--- src/logic/pew_map.svh ---
// Purpose: Widths, field positions and timing counts for the page-write host.
// Assumes: A 50 MHz system clock.
// Notes: Times are kept in their own unit; cycle counts derive from them.
`ifndef PEW_MAP_SVH
`define PEW_MAP_SVH
`define PEW_CLK_NS 20
`define PEW_T_WE_LOW_NS 100
`define PEW_T_ACC_NS 150
`define PEW_T_LOAD_NS 150000
`define PEW_T_WC_NS 10000000
`define PEW_LOAD_GUARD 16
`define PEW_PAGE_LSB 6
`define PEW_ADDR_W 15
`define PEW_TMR_W 24
`define PEW_SEQ_LEN 3
`endif

--- src/logic/pew_pkg.sv ---
// Purpose: Types shared by the page-write host and its bench.
// Assumes: Nothing beyond the map header.
// Notes: Operation codes are chosen by the encoding order below.
package pew_pkg;
   typedef enum logic [1:0] {OP_READ, OP_WRITE, OP_LOCK, OP_UNLOCK} pew_op_t;
   typedef enum logic [2:0] {S_IDLE, S_WSET, S_WLOW, S_WREL, S_LOAD, S_RACC,
      S_RGAP} pew_state_t;
endpackage

--- src/logic/pew_host.sv ---
// Purpose: Host controller driving a 32K x 8 page-write EEPROM over its pins.
// Assumes: Pin inputs are synchronous to i_clk_sys; the pad resolves dq.
// Notes: One command at a time; page loads stay open until a last byte or the end of the window.
// Function
// [RULE1] Device drives stored byte when selected, output enabled, strobe high.
// [RULE2] Device floats data whenever select or output enable is high.
// [RULE3] Write starts on a strobe low pulse with select low, enable high.
// [RULE4] Device takes the address on the later falling edge.
// [RULE5] Device takes the data on the first rising edge.
// [RULE6] Programming self-times; reads meanwhile return polling status.
// [RULE7] One to 64 bytes load and program in one period.
// [RULE8] Host presents each further page byte within 150 us.
// [RULE9] Without a further byte in the window, programming starts.
// [RULE10] Host keeps the page address bits equal on every strobe fall; the host strobes lock and prefix sequence bytes at their own addresses.
// [RULE11] Low six bits pick the byte; any order, reload replaces.
// [RULE12] Only loaded bytes of the page are programmed.
// [RULE13] During programming, last byte read returns inverted bit seven.
// [RULE14] During programming, bit six inverts on each successive read.
// [RULE15] No write starts with enable low, select high or strobe high.
// [RULE16] Three-write sequence turns the lock on after one cycle time.
// [RULE17] Locked device still writes data preceded by the enable sequence.
// [RULE18] Lock starts off and persists until the disable sequence.
// [RULE19] Lock sequences follow page timing; their bytes are not stored.
// [RULE20] Locked write without prefix runs the timer, stores nothing.
// [RULE21] Id-mode input maps the top 64 addresses to a separate area.
// [RULE22] Programming ends within 3 ms or 10 ms by speed grade.
// [RULE23] Lock and unlock address and data pairs are design parameters.
`include "pew_map.svh"
`timescale 1ns/1ns
`default_nettype none
module pew_host
#(
   parameter int LOAD_CYC = `PEW_T_LOAD_NS / `PEW_CLK_NS,
   parameter int TWC_CYC = (`PEW_T_WC_NS + `PEW_CLK_NS - 1) / `PEW_CLK_NS,
   parameter logic [44:0] EN_SEQ_ADDR = {15'h0AAA, 15'h0555, 15'h0AAA},
   parameter logic [23:0] EN_SEQ_DATA = {8'hC3, 8'h3C, 8'h5A},
   parameter logic [44:0] DIS_SEQ_ADDR = {15'h0AAA, 15'h0555, 15'h0AAA},
   parameter logic [23:0] DIS_SEQ_DATA = {8'h96, 8'h3C, 8'h5A}
)
(
   input wire logic i_clk_sys,
   input wire logic i_reset_n,
   input wire logic i_cmd_valid,
   input wire pew_pkg::pew_op_t i_cmd_op,
   input wire logic [14:0] i_cmd_addr,
   input wire logic [7:0] i_cmd_data,
   input wire logic i_cmd_prefix,
   input wire logic i_cmd_last,
   input wire logic i_cmd_id,
   output logic o_cmd_ready,
   output logic o_busy,
   output logic o_rd_valid,
   output logic [7:0] o_rd_data,
   output logic o_wr_done,
   output logic o_wr_timeout,
   output logic o_ce_n,
   output logic o_oe_n,
   output logic o_we_n,
   output logic [14:0] o_addr,
   output logic [7:0] o_dq_out,
   output logic o_dq_oe,
   input wire logic [7:0] i_dq_in,
   output logic o_id_mode
);
   localparam logic [3:0] WE_CYC =
      4'((`PEW_T_WE_LOW_NS + `PEW_CLK_NS - 1) / `PEW_CLK_NS);
   localparam logic [3:0] ACC_CYC =
      4'((`PEW_T_ACC_NS + `PEW_CLK_NS - 1) / `PEW_CLK_NS);
   localparam logic [23:0] LOAD_LIM = 24'(LOAD_CYC);
   localparam logic [23:0] OPEN_LIM = 24'(LOAD_CYC - `PEW_LOAD_GUARD);
   localparam logic [23:0] TWC_LIM = 24'(TWC_CYC);

   // Returns {address, data} of one step of the lock or unlock sequence.
   function automatic logic [22:0] seq_pair(input logic dis,
      input logic [1:0] idx);
      logic [44:0] a;
      logic [23:0] d;
      a = dis ? DIS_SEQ_ADDR : EN_SEQ_ADDR;
      d = dis ? DIS_SEQ_DATA : EN_SEQ_DATA;
      seq_pair = {a[idx*15 +: 15], d[idx*8 +: 8]}; // [RULE23]
   endfunction

   pew_pkg::pew_state_t state_ff, nxt_state;
   logic [3:0] phase_ff, nxt_phase;
   logic [23:0] tmr_ff, nxt_tmr;
   logic [1:0] idx_ff, nxt_idx;
   logic seq_on_ff, nxt_seq_on, dis_ff, nxt_dis, has_data_ff, nxt_has_data;
   logic last_ff, nxt_last, poll_ff, nxt_poll, first_ff, nxt_first;
   logic known_ff, nxt_known, prev6_ff, nxt_prev6;
   logic [8:0] page_ff, nxt_page;
   logic [14:0] last_addr_ff, nxt_last_addr, dat_addr_ff, nxt_dat_addr;
   logic [7:0] last_data_ff, nxt_last_data, dat_data_ff, nxt_dat_data;
   logic nxt_ready, nxt_busy, nxt_rd_valid, nxt_wr_done, nxt_wr_timeout;
   logic [7:0] nxt_rd_data, nxt_dq_out;
   logic [14:0] nxt_addr;
   logic nxt_ce_n, nxt_oe_n, nxt_we_n, nxt_dq_oe, nxt_id_mode;
   logic fit, take, poll_ok;

   always_comb
   begin
      nxt_state = state_ff;
      nxt_phase = phase_ff;
      nxt_tmr = tmr_ff;
      nxt_idx = idx_ff;
      nxt_seq_on = seq_on_ff;
      nxt_dis = dis_ff;
      nxt_has_data = has_data_ff;
      nxt_last = last_ff;
      nxt_poll = poll_ff;
      nxt_first = first_ff;
      nxt_known = known_ff;
      nxt_prev6 = prev6_ff;
      nxt_page = page_ff;
      nxt_last_addr = last_addr_ff;
      nxt_last_data = last_data_ff;
      nxt_dat_addr = dat_addr_ff;
      nxt_dat_data = dat_data_ff;
      nxt_addr = o_addr;
      nxt_dq_out = o_dq_out;
      nxt_rd_data = o_rd_data;
      nxt_id_mode = o_id_mode;
      nxt_rd_valid = 1'b0;
      nxt_wr_done = 1'b0;
      nxt_wr_timeout = 1'b0;
      // Only a plain write to the open page may join a running load.
      fit = i_cmd_op == pew_pkg::OP_WRITE && !i_cmd_prefix &&
         i_cmd_addr[14:`PEW_PAGE_LSB] == page_ff; // [RULE10] [RULE11]
      take = i_cmd_valid && o_cmd_ready && (state_ff == pew_pkg::S_IDLE || fit);
      poll_ok = !first_ff && i_dq_in[6] == prev6_ff && // [RULE14]
         (!known_ff || i_dq_in[7] == last_data_ff[7]); // [RULE13]
      case (state_ff)
         pew_pkg::S_IDLE:
         begin
            if (take)
            begin
               nxt_id_mode = i_cmd_id; // [RULE21]
               nxt_last = i_cmd_last;
               nxt_page = i_cmd_addr[14:`PEW_PAGE_LSB];
               nxt_known = 1'b0;
               nxt_dat_addr = i_cmd_addr;
               nxt_dat_data = i_cmd_data;
               nxt_has_data = i_cmd_op == pew_pkg::OP_WRITE;
               nxt_dis = i_cmd_op == pew_pkg::OP_UNLOCK;
               nxt_idx = 2'h0;
               nxt_state = pew_pkg::S_WSET;
               case (i_cmd_op)
                  pew_pkg::OP_READ:
                  begin
                     nxt_addr = i_cmd_addr;
                     nxt_poll = 1'b0;
                     nxt_phase = 4'h0;
                     nxt_state = pew_pkg::S_RACC;
                  end
                  pew_pkg::OP_WRITE:
                  begin
                     nxt_seq_on = i_cmd_prefix; // [RULE17]
                     if (i_cmd_prefix)
                        {nxt_addr, nxt_dq_out} = seq_pair(1'b0, 2'h0);
                     else
                        {nxt_addr, nxt_dq_out} = {i_cmd_addr, i_cmd_data};
                  end
                  default:
                  begin
                     nxt_seq_on = 1'b1; // [RULE16] [RULE18]
                     nxt_last = 1'b1;
                     {nxt_addr, nxt_dq_out} = seq_pair(nxt_dis, 2'h0);
                  end
               endcase
            end
         end
         pew_pkg::S_WSET:
         begin
            nxt_phase = 4'h0;
            nxt_state = pew_pkg::S_WLOW; // [RULE3]
         end
         pew_pkg::S_WLOW:
         begin
            if (phase_ff == WE_CYC - 4'h1)
               nxt_state = pew_pkg::S_WREL;
            else
               nxt_phase = phase_ff + 4'h1;
         end
         pew_pkg::S_WREL:
         begin
            nxt_tmr = 24'h0;
            nxt_last_addr = o_addr;
            if (seq_on_ff && idx_ff != 2'(`PEW_SEQ_LEN - 1))
            begin
               nxt_idx = idx_ff + 2'h1;
               {nxt_addr, nxt_dq_out} = seq_pair(dis_ff, nxt_idx);
               nxt_state = pew_pkg::S_WSET; // [RULE19]
            end
            else if (seq_on_ff && has_data_ff)
            begin
               nxt_seq_on = 1'b0;
               {nxt_addr, nxt_dq_out} = {dat_addr_ff, dat_data_ff};
               nxt_state = pew_pkg::S_WSET;
            end
            else
            begin
               // Sequence bytes are never stored, so only data arms bit 7.
               nxt_known = !seq_on_ff;
               nxt_last_data = o_dq_out;
               nxt_seq_on = 1'b0;
               nxt_state = pew_pkg::S_LOAD;
            end
         end
         pew_pkg::S_LOAD:
         begin
            nxt_tmr = tmr_ff + 24'h1;
            if (take)
            begin
               {nxt_addr, nxt_dq_out} = {i_cmd_addr, i_cmd_data}; // [RULE7]
               nxt_last = i_cmd_last;
               nxt_state = pew_pkg::S_WSET;
            end
            else if (tmr_ff >= LOAD_LIM)
            begin
               // Window elapsed: the part is programming now.
               nxt_tmr = 24'h0; // [RULE9]
               nxt_addr = last_addr_ff;
               nxt_poll = 1'b1;
               nxt_first = 1'b1;
               nxt_phase = 4'h0;
               nxt_state = pew_pkg::S_RACC; // [RULE6] [RULE20]
            end
         end
         pew_pkg::S_RACC:
         begin
            if (poll_ff)
               nxt_tmr = tmr_ff + 24'h1;
            if (phase_ff != ACC_CYC - 4'h1)
               nxt_phase = phase_ff + 4'h1;
            else
            begin
               nxt_state = pew_pkg::S_RGAP;
               nxt_prev6 = i_dq_in[6];
               nxt_first = 1'b0;
               if (!poll_ff)
               begin
                  nxt_rd_data = i_dq_in; // [RULE1]
                  nxt_rd_valid = 1'b1;
               end
               else if (poll_ok)
               begin
                  nxt_wr_done = 1'b1;
                  nxt_poll = 1'b0;
               end
               else if (tmr_ff >= TWC_LIM)
               begin
                  nxt_wr_timeout = 1'b1; // [RULE22]
                  nxt_poll = 1'b0;
               end
            end
         end
         pew_pkg::S_RGAP:
         begin
            // A gap cycle makes each poll a distinct read for bit 6.
            nxt_phase = 4'h0;
            if (poll_ff)
            begin
               nxt_tmr = tmr_ff + 24'h1;
               nxt_state = pew_pkg::S_RACC;
            end
            else
               nxt_state = pew_pkg::S_IDLE;
         end
         default:
            nxt_state = pew_pkg::S_IDLE;
      endcase
      nxt_ce_n = !(nxt_state == pew_pkg::S_WSET ||
         nxt_state == pew_pkg::S_WLOW || nxt_state == pew_pkg::S_RACC);
      nxt_we_n = nxt_state != pew_pkg::S_WLOW; // [RULE15]
      nxt_oe_n = nxt_state != pew_pkg::S_RACC; // [RULE2]
      // Data stays driven through the release edge to cover the latch.
      nxt_dq_oe = nxt_state == pew_pkg::S_WSET ||
         nxt_state == pew_pkg::S_WLOW || nxt_state == pew_pkg::S_WREL; // [RULE5]
      nxt_busy = nxt_state != pew_pkg::S_IDLE;
      nxt_ready = nxt_state == pew_pkg::S_IDLE || (nxt_state == pew_pkg::S_LOAD
         && !nxt_last && nxt_tmr < OPEN_LIM); // [RULE8]
   end

   always_ff @(posedge i_clk_sys or negedge i_reset_n)
   begin
      if (!i_reset_n)
      begin
         state_ff <= pew_pkg::S_IDLE;
         phase_ff <= 4'h0;
         tmr_ff <= 24'h0;
         idx_ff <= 2'h0;
         {seq_on_ff, dis_ff, has_data_ff, last_ff} <= 4'h0;
         {poll_ff, first_ff, known_ff, prev6_ff} <= 4'h0;
         page_ff <= 9'h000;
         {last_addr_ff, dat_addr_ff} <= {15'h0000, 15'h0000};
         {last_data_ff, dat_data_ff} <= 16'h0000;
         {o_cmd_ready, o_busy, o_rd_valid, o_wr_done, o_wr_timeout} <= 5'h00;
         o_rd_data <= 8'h00;
         {o_ce_n, o_oe_n, o_we_n, o_dq_oe, o_id_mode} <= 5'h1C;
         o_addr <= 15'h0000;
         o_dq_out <= 8'h00;
      end
      else
      begin
         state_ff <= nxt_state;
         phase_ff <= nxt_phase;
         tmr_ff <= nxt_tmr;
         idx_ff <= nxt_idx;
         {seq_on_ff, dis_ff, has_data_ff, last_ff} <=
            {nxt_seq_on, nxt_dis, nxt_has_data, nxt_last};
         {poll_ff, first_ff, known_ff, prev6_ff} <=
            {nxt_poll, nxt_first, nxt_known, nxt_prev6};
         page_ff <= nxt_page;
         {last_addr_ff, dat_addr_ff} <= {nxt_last_addr, nxt_dat_addr};
         {last_data_ff, dat_data_ff} <= {nxt_last_data, nxt_dat_data};
         {o_cmd_ready, o_busy, o_rd_valid, o_wr_done, o_wr_timeout} <=
            {nxt_ready, nxt_busy, nxt_rd_valid, nxt_wr_done, nxt_wr_timeout};
         o_rd_data <= nxt_rd_data;
         {o_ce_n, o_oe_n, o_we_n, o_dq_oe, o_id_mode} <=
            {nxt_ce_n, nxt_oe_n, nxt_we_n, nxt_dq_oe, nxt_id_mode};
         o_addr <= nxt_addr;
         o_dq_out <= nxt_dq_out;
      end
   end
endmodule
`default_nettype wire

--- config.mk ---
export PLATFORM = sky130hd
export DESIGN_NAME = pew_host
export DESIGN_NICKNAME = d
export VERILOG_FILES = /design/src/logic/pew_pkg.sv /design/src/logic/pew_host.sv
export VERILOG_INCLUDE_DIRS = /design/src /design/src/logic
export SDC_FILE = /design/constraint.sdc
export NUM_CORES = 1
export LEC_CHECK = 0
export BUFFER_PORTS_ARGS = -buffer_cell sky130_fd_sc_hd__buf_2
export CORE_MARGIN = 5
export CORE_UTILIZATION = 58
export CTS_CLUSTER_SIZE = 28
export DETAILED_ROUTE_END_ITERATION = 16
export PLACE_DENSITY = 0.8
export SLEW_MARGIN = 20
export SYNTH_ARGS = -nofsm -noshare
export SYNTH_HDL_FRONTEND = slang
export SYNTH_SLANG_ARGS = --single-unit
--- constraint.sdc ---
create_clock -name i_clk_sys -period 2.9 [get_ports i_clk_sys]
set_input_delay 0.29 -clock i_clk_sys [delete_from_list [all_inputs] [get_ports i_clk_sys]]
set_output_delay 0.29 -clock i_clk_sys [all_outputs]
set_load 0.01 [all_outputs]
## After elaboration in Yosys (flattened, before gate mapping)

Index checks and enable logic that the tools add are counted.

- Bits in registers: 137
- Output and inout bits: 41
- Input port bits: 39
- Word-level logic and storage cells: 199

- Multipliers: 1
- Reductions and logical operators: 46
- Order comparisons: 3
- Bitwise operators: 4
- Equality and inequality tests: 35
- Add/sub/neg operators: 3
- Mux-type cells: 75
- Shift operators: 2

Operator list:

| cell | number |
|---|---|
| $mux 15 | 6 |
| $mux 24 | 3 |
| $pmux 24 s3 | 1 |
| $pmux 15 s3 | 1 |
| $shiftx 45x7->15 const A | 1 |
| $mux 8 | 5 |
| $pmux 15 s2 | 1 |
| $mux 1 | 29 |
| $mux 3 | 9 |
| $add 24x1->24 const B | 1 |
| $ge 24x13->1 const B | 1 |
| $ge 24x19->1 const B | 1 |
| $lt 24x13->1 const B | 1 |
| $mux 4 | 6 |
| $ne 2x2->1 const B | 12 |
| $pmux 8 s3 | 1 |
| $shiftx 24x6->8 | 1 |
| $mux 23 | 1 |
| $pmux 3 s7 | 1 |
| $pmux 4 s5 | 1 |
| $pmux 8 s2 | 1 |
| $reduce_and 4->1 | 4 |
| $eq 3x3->1 const B | 5 |
| $eq 3x2->1 const B | 4 |
| 32 further kinds | 72 |

## Longest topological paths before layout

Gate-level depths: netlist of the first run.

- Depth after elaboration: 11
- Depth in mapped cells: 13
- Mapped depth without buffers: 11

## Worst setup path before layout of the first run

Ideal clock, no wire load.

- Kind: in2reg
- Start point: input i_cmd_prefix
- End point: register o_cmd_ready
- Path slack: 458 ps
- Library setup time: 122 ps
- Path buffers: 1
- Data required time: 2778 ps
- Stages on the path: 10
- Arrival time: 2320 ps
- Cells stage by stage: or3b_1 > nor4_2 > and4_1 > buf_4 > o21ai_2 > a21o_1 > o41a_1 > and4bb_1 > a211oi_1 > a2bb2oi_1

- Longest elaborated chain between the ends: 11
- Elaborated cells between the ends (all ways): 20
- Those cells by class: order compare: 1; eq/ne: 1; mux: 8; reduce/logical: 10

RTL lines:

| item | RTL line | text |
|---|---|---|
| start: declaration | pew_host.sv:47 | `input wire logic i_cmd_prefix,` |
| $logic_not 1->1 * | pew_host.sv:126 | `fit = i_cmd_op == pew_pkg::OP_WRITE && !i_cmd_prefix &&` |
| $logic_and 1x1->1 * (2 in series) | pew_host.sv:126 |  |
| $logic_or 1x1->1 * | pew_host.sv:128 | `take = i_cmd_valid && o_cmd_ready && (state_ff == pew_pkg::S_IDLE \|\| fit);` |
| $logic_and 1x1->1 * | pew_host.sv:128 |  |
| branches (longest 5 deep; another with $lt 24x13->1) | n/a |  |
| $logic_or 1x1->1 * | pew_host.sv:279 | `nxt_ready = nxt_state == pew_pkg::S_IDLE \|\| (nxt_state == pew_pkg::S_LOAD` |
| via nxt_ready | pew_host.sv:93 | `logic nxt_ready, nxt_busy, nxt_rd_valid, nxt_wr_done, nxt_wr_timeout;` |
| end signal: assignment | pew_host.sv:315 | `{o_cmd_ready, o_busy, o_rd_valid, o_wr_done, o_wr_timeout} <=` |
| end: declaration | pew_host.sv:50 | `output logic o_cmd_ready,` |

Mark *: on every way through the listed nets, which the timed path passes.
A chain may end at the register's enable or synchronous reset.

## Worst setup path after layout of the first run

- Start point: register state_ff[1]
- End point: register o_addr[14]

- Longest elaborated chain between the ends: 5
- Elaborated cells between the ends (all ways): 12
- Those cells by class: eq/ne: 5; mux: 2; reduce/logical: 5

RTL lines:

| item | RTL line | text |
|---|---|---|
| start: declaration | pew_host.sv:83 | `pew_pkg::pew_state_t state_ff, nxt_state;` |
| start signal: assignment | pew_host.sv:287 | `state_ff <= pew_pkg::S_IDLE;` |
| start signal: assignment | pew_host.sv:304 | `state_ff <= nxt_state;` |
| $logic_not 3->1 | pew_host.sv:128, pew_host.sv:131 |  |
| $logic_or 1x1->1 | pew_host.sv:128 |  |
| $logic_and 1x1->1 | pew_host.sv:128 |  |
| $ne 3x3->1 (no source line), or another cell as far along | n/a |  |
| $reduce_and 4->1 (no source line) or $pmux 15 s3 (tied branches) | n/a |  |
| end signal: assignment | pew_host.sv:320 | `o_addr <= nxt_addr;` |
| end: declaration | pew_host.sv:59 | `output logic [14:0] o_addr,` |

Parallel ways exist; a longest one is shown, timed or not.

==> results.yml, run 1 <==
status:
  outcome: "completed"
yosys:
  ys_seq_area_share_pct: 49.1
  synthDistinctLibCells: 72
  yosysWarnings: 0
  synth_edf_count: 0
  syn_avg_cell_area_sq_um: 9.15
  synth-async-reset-ratio_pct: 100
  syn_area_sq_um: 6180
  synthesis.nets: 721
  yosys_register_bits: 121
  syn_inst: 675
  synth_flop_cell: "dfrtp_1"
pwr:
  vdd_drop_max_v: 0.000776
  p_total_mw: 8.24
  seqPwrFrac_pct: 35.4
  internal-power_mw: 5.04
  swShare_pct: 38.9
  clkPwrFrac_pct: 26.3
  switchingPower_mw: 3.20
  combPwrFrac_pct: 38.3
  p_leak_nw: 3.51
  p_per_area_nw_per_um2: 1080
clock_network:
  tritoncts: "yes"
  clock-sinks: 121
  cts-root-buf: "clkbuf_8"
  cts_made_buffers: 17
  h-tree-depth: 4
  clock_latency_ns: 0.52
  postCtsSetupBuffers: 0
  cts_buffer_depth: 2
  clkTransAtPathRegs_ns: 0.06
layout:
  n_fill_cell: 732
  final_cell_mix: "nand2_1, dfrtp_1, buf_2"
  multiInputGateArea_sq_um: 2930
  stdcell_count: 933
  postLayoutCellArea_sq_um: 7660
  layout.nets: 833
  final_common_cell: "nand2_1"
  ff_latch_area_sq_um: 3030
  area_growth_pct: 23.9
  drive_gt1_share_pct: 22.3
  antennaDiodeCount: 0
route:
  vias_per_cell: 6.19
  via_count: 5777
  drc: 0
  wl_per_cell_microns: 18.5
  drt_pre_antenna_iters: 5
  totalWireLength_microns: 17300
  route.antenna.remaining_nets: 0
  drt-initial-drc-count: 582
placed_design:
  place_inst: 885
  port_buffers: 79
  dpl-instance-area_sq_um: 6850
  gp_congestion: 0.968
  hpwl_microns: 11600
sta:
  clock.fmax_ghz: 0.356
  slew_headroom_pct: 46.0
  setup_viol: 0
  finClkSkew_ns: 0.00706
  finalMaxSlewViolations: 0
  finalCritPeriodShare_pct: 96.9
  finalHoldViolCount: 0
  max_slew.worst_pin.slew_ns: 0.807
  holdWs_ns: 0.0184
  tns_ns: 0
  min_period_ns: 2.81
global_routing:
  grt_remaining_overflow: 0
  antenna_found_initial: 0
  grt_start_max_net_pins: 55
  gr-usage-all-layers_pct: 27.8
  grt_pass1_wl_microns: 28700
  grt_pass1_vias: 5769
hold_path:
  holdPathStages: 2
  holdPathEnd: "o_rd_data[2]$_DFFE_PN0P_"
  worstHoldStart: "i_dq_in[2]"
  hp-class: "in -> reg"
critical_path:
  timing.rr.end: "o_addr[14]$_DFFE_PN0P_"
  r2r-start: "state_ff[1]$_DFF_PN0_"
  cp.arrival_ns: 3.25
  reg2reg_depth: 7
  crit_path_start_kind: "flop"
  reg2reg_setup_slack_ns: 0.09
  critPathKind: "reg -> reg"
  crit_fanout: 13
  cp-end-kind: "flop"
  required_ns: 3.34
floorplanning:
  start_util_pct: 59.6
  coreArea_sq_um: 10400
  die-area_sq_um: 12800
  ios: 80
  die_w_microns: 113
  die_h_microns: 113
  row_count: 37
flow_run:
  drv_cap: 0
[cells in the mapped netlist (4+ instances only)]
master / instances / area, sq um
ha_1: 7 / 87.6
nand2b_1: 10 / 62.6
o21ai_0: 49 / 245
a21o_1: 4 / 30.0
nand3_1: 27 / 135
mux2_2: 20 / 225
nor4_1: 7 / 43.8
o31ai_1: 11 / 82.6
nor2_1: 43 / 161
o21ai_1: 4 / 20.0
nand2_1: 146 / 548
nor3_1: 7 / 35.0
dfrtp_1: 118 / 2950
nor2b_1: 4 / 25.0
a221oi_1: 12 / 105
o32ai_1: 4 / 35.0
a21oi_1: 40 / 200
o211ai_1: 15 / 113
o22ai_1: 5 / 31.3
buf_2: 4 / 20.0
inv_1: 23 / 86.3
o21a_1: 5 / 37.5
nand4_1: 8 / 50.1
clkbuf_1: 26 / 97.6
xor2_1: 11 / 96.3
[through the flow]
step	utilization [%]	setup WS (ns)
global placement	66.1	0.171
floorplan	-	0.458
detailed placement	66.1	0.0958
CTS	73.7	0.117
global route	73.8	-0.00998
finish	73.8	0.0908
[power by group through the flow]
stage	sequential, mW	combinational [mW]	clock (mW)
global placement	2.87	2.96	0
global route	3.00	3.47	2.28
CTS	2.89	3.11	2.18
floorplan	2.83	1.94	0
detailed placement	2.90	3.06	0
finish	2.91	3.16	2.17
[metal layers]
| metal | vias up | GRT usage, % | share of wire [%] |
|---|---|---|---|
| met5 | - | 0 | 0 |
| met3 | 37 | 6.95 | 8.4 |
| met1 | 2789 | 37.9 | 42 |
| met4 | 0 | 10.4 | 2.5 |
| met2 | 308 | 43.1 | 47 |
| li1 | 2643 | - | - |
[worst max path at each step]
| stage | startpoint | slack [ns] | to |
|---|---|---|---|
| after global placement | i_cmd_prefix | 0.17 | o_cmd_ready$_DFF_PN0_ |
| final | state_ff[1]$_DFF_PN0_ | 0.09 | o_addr[14]$_DFFE_PN0P_ |
| after CTS | tmr_ff[5]$_DFF_PN0_ | 0.12 | o_cmd_ready$_DFF_PN0_ |
| after floorplan | i_cmd_prefix | 0.46 | o_cmd_ready$_DFF_PN0_ |
| after global routing | tmr_ff[7]$_DFF_PN0_ | -0.01 | o_cmd_ready$_DFF_PN0_ |
| after detailed placement | i_cmd_prefix | 0.1 | o_cmd_ready$_DFF_PN0_ |
[cell families after synthesis]
group | count (synthesis) | share of synthesized area, %
AO/OA/AOI/OAI | 179 | 19.2
XOR/XNOR | 13 | 1.84
adder cells (fa/ha/maj) | 8 | 1.58
buffers and inverters | 56 | 3.79
flip-flops | 121 | 49.1
multiplexers | 21 | 3.81
AND/OR/NAND/NOR | 277 | 20.7
[flip-flops by register name (all words and copies together), names as in the netlist, 2 cells and up]
register / cells
dat_addr_ff: 6
dat_data_ff: 8
idx_ff: 2
last_addr_ff: 15
o_addr: 15
o_dq_out: 8
o_rd_data: 8
page_ff: 9
phase_ff: 4
state_ff: 3
tmr_ff: 24
[critical path, cell delays in order (launching register included)]
cell and delay, ns:
dfrtp_1 0.52, nand2_1 0.27, nor2_1 0.18, buf_4 0.20
a2111oi_1 0.70, nand2b_1 0.46, a222oi_1 0.18, a21oi_1 0.21
[final cells by class]
class	instances	share of cell area [%]
multi-input cells	498	38.2
repair buffers	126	10.9
inverters	23	1.13
clock buffers	20	5.95
clock inverters	9	1.93
flip-flops and latches	121	39.6
well taps	136	2.22
[what timing repair did]
item                                    CTS  global route
endpoints found under the setup margin    0             2
endpoints found under the hold margin    67             0
hold buffers                             19             0
resized for setup                         0             4
Power figures use the tool's default switching activity.
==> inputs of run 2 (changes only) <==
Settings changed: CORE_UTILIZATION 58 to 50, CTS_BUF_LIST set to sky130_fd_sc_hd__clkbuf_8, PLACE_DENSITY 0.8 to 0.71.
==> results.yml, run 2 (synthesis gave the netlist of run 1 again) <==
global_routing:
  grt_start_max_net_pins: 52
  grt_pass1_vias: 5676
  gr-usage-all-layers_pct: 23.8
  antenna_found_initial: 0
  grt_remaining_overflow: 0
  grt_pass1_wl_microns: 27700
route:
  met1Wirelength_microns: 7440
  totalWireLength_microns: 16900
  via_count: 5658
  wl_met2_microns: 7940
  drt-initial-drc-count: 394
  met3WireLength_microns: 1040
  vias_per_cell: 5.89
  wl_per_cell_microns: 17.7
  route.antenna.remaining_nets: 0
  top_layer: "met4"
  drt_pre_antenna_iters: 5
  drc: 0
pwr:
  p_leak_nw: 3.43
  vdd_drop_max_v: 0.000489
  p_per_area_nw_per_um2: 1030
critical_path:
  reg2reg_depth: 10
  cp-end-kind: "flop"
  critPathKind: "reg -> reg"
  cp_slowest_cell: "dfrtp_1"
  cpPeakStageDelay_ns: 0.43
  crit_path_start_kind: "flop"
  required_ns: 3.22
  crit_chain: "nor4_1 -> and4b_1 -> o21a_1 -> o21ai_2 -> a21o_1 -> buf_4 -> o32ai_2 -> and4bb_1 -> a211oi_1 -> a2bb2oi_1"
  cp.arrival_ns: 3.12
  crit_fanout: 10
sta:
  finalHoldViolCount: 0
  finalMaxSlewViolations: 0
  tns_ns: 0
  min_period_ns: 2.79
  slew_headroom_pct: 43.1
  setup_viol: 0
  finClkSkew_ns: 0.0150
  finalCritPeriodShare_pct: 96.4
  clock.fmax_ghz: 0.358
  layout_setup_ws_ns: 0.105
  max_slew.worst_pin.slew_ns: 0.850
clock_network:
  tritoncts: "yes"
  clock-sinks: 121
  h-tree-depth: 4
  postCtsSetupBuffers: 0
  clock_latency_ns: 0.44
  cts_buffer_depth: 2
  cts_made_buffers: 17
  cts-root-buf: "clkbuf_8"
  clkTransAtPathRegs_ns: 0.07
layout:
  layout.nets: 825
  largest_register: "tmr_ff"
  multiInputGateArea_sq_um: 2940
  drive_gt1_share_pct: 23.7
  area_growth_pct: 20.1
  antennaDiodeCount: 0
  utilization_pct: 61.5
  largest_reg_flops: 24
  postLayoutCellArea_sq_um: 7420
  n_fill_cell: 1020
  final_cell_mix: "nand2_1, dfrtp_1, buf_2"
  ff_latch_area_sq_um: 3030
  final_common_cell: "nand2_1"
placed_design:
  gp_congestion: 0.902
  dpl-instance-area_sq_um: 6950
  port_buffers: 79
  dp_worst_setup_slack_ns: 0.0322
  hpwl_microns: 12200
floorplanning:
  start_util_pct: 51.2
  coreArea_sq_um: 12100
  row_count: 40
  die_h_microns: 121
  die_w_microns: 121
  die-area_sq_um: 14700
  ios: 80
hold_path:
  hp-class: "in -> reg"
  holdPathStages: 3
flow_run:
  drv_cap: 0
status:
  outcome: "completed"
-- run 2: cell type report --
class / count / area share, %
Sequential cell: 121 / 40.9
Clock inverter: 12 / 2.14
Clock buffer: 20 / 3.71
Timing Repair Buffer: 118 / 9.68
Inverter: 23 / 1.16
Multi-Input combinational cell: 498 / 39.6
Tap cell: 168 / 2.83
-- run 2: worst paths after layout --
kind	slack (ns)	start	endpoint
min reg2reg	0.47	o_id_mode$_DFFE_PN0P_	o_id_mode$_DFFE_PN0P_
max in group asynchronous	1.69	i_reset_n	o_addr[2]$_DFFE_PN0P_
max	0.11	tmr_ff[23]$_DFF_PN0_	o_cmd_ready$_DFF_PN0_
min	0.05	i_cmd_addr[5]	dat_addr_ff[5]$_DFFE_PN0P_
min in group asynchronous	0.42	i_reset_n	tmr_ff[14]$_DFF_PN0_
max reg2reg	0.11	tmr_ff[23]$_DFF_PN0_	o_cmd_ready$_DFF_PN0_
-- run 2: layer usage --
metal	GRT usage (%)	vias to the layer above
met3	5.31	45
met1	31.1	2778
met5	0	-
met4	11.8	0
li1	-	2618
met2	37.4	217
-- run 2: per-stage QoR --
step | power [mW] | hold WS (ns) | std cells
after floorplan | 4.78 | -0.00559 | 675
after global placement | 5.84 | 0.353 | 927
after detailed placement | 5.96 | 0.366 | 927
after CTS | 7.63 | 0.0266 | 960
after global routing | 8.15 | 0.0394 | 960
final | 7.63 | 0.0529 | 960
-- run 2: what timing repair did --
item,4_1_cts,5_1_grt
endpoints found under the setup margin,1,11
resized for setup,1,6
endpoints found under the hold margin,47,0
hold buffers,1,0
-- run 2: worst max-delay path, delay by kind of cell (launching register included) --
kind	cells	cell delay (ns)
buffers and inverters	1	0.18
AOI/OAI and AO/OA	6	1.16
and+or+nand+nor	3	0.91
DFF	1	0.43
-- run 2: power breakdown --
part	internal, mW	switching [mW]	leakage [nW]	total, mW
Sequential	2.34	0.563	1.52	2.91
Combinational	1.22	1.86	1.67	3.08
Clock	0.989	0.653	0.237	1.64
Total	4.55	3.08	3.43	7.63
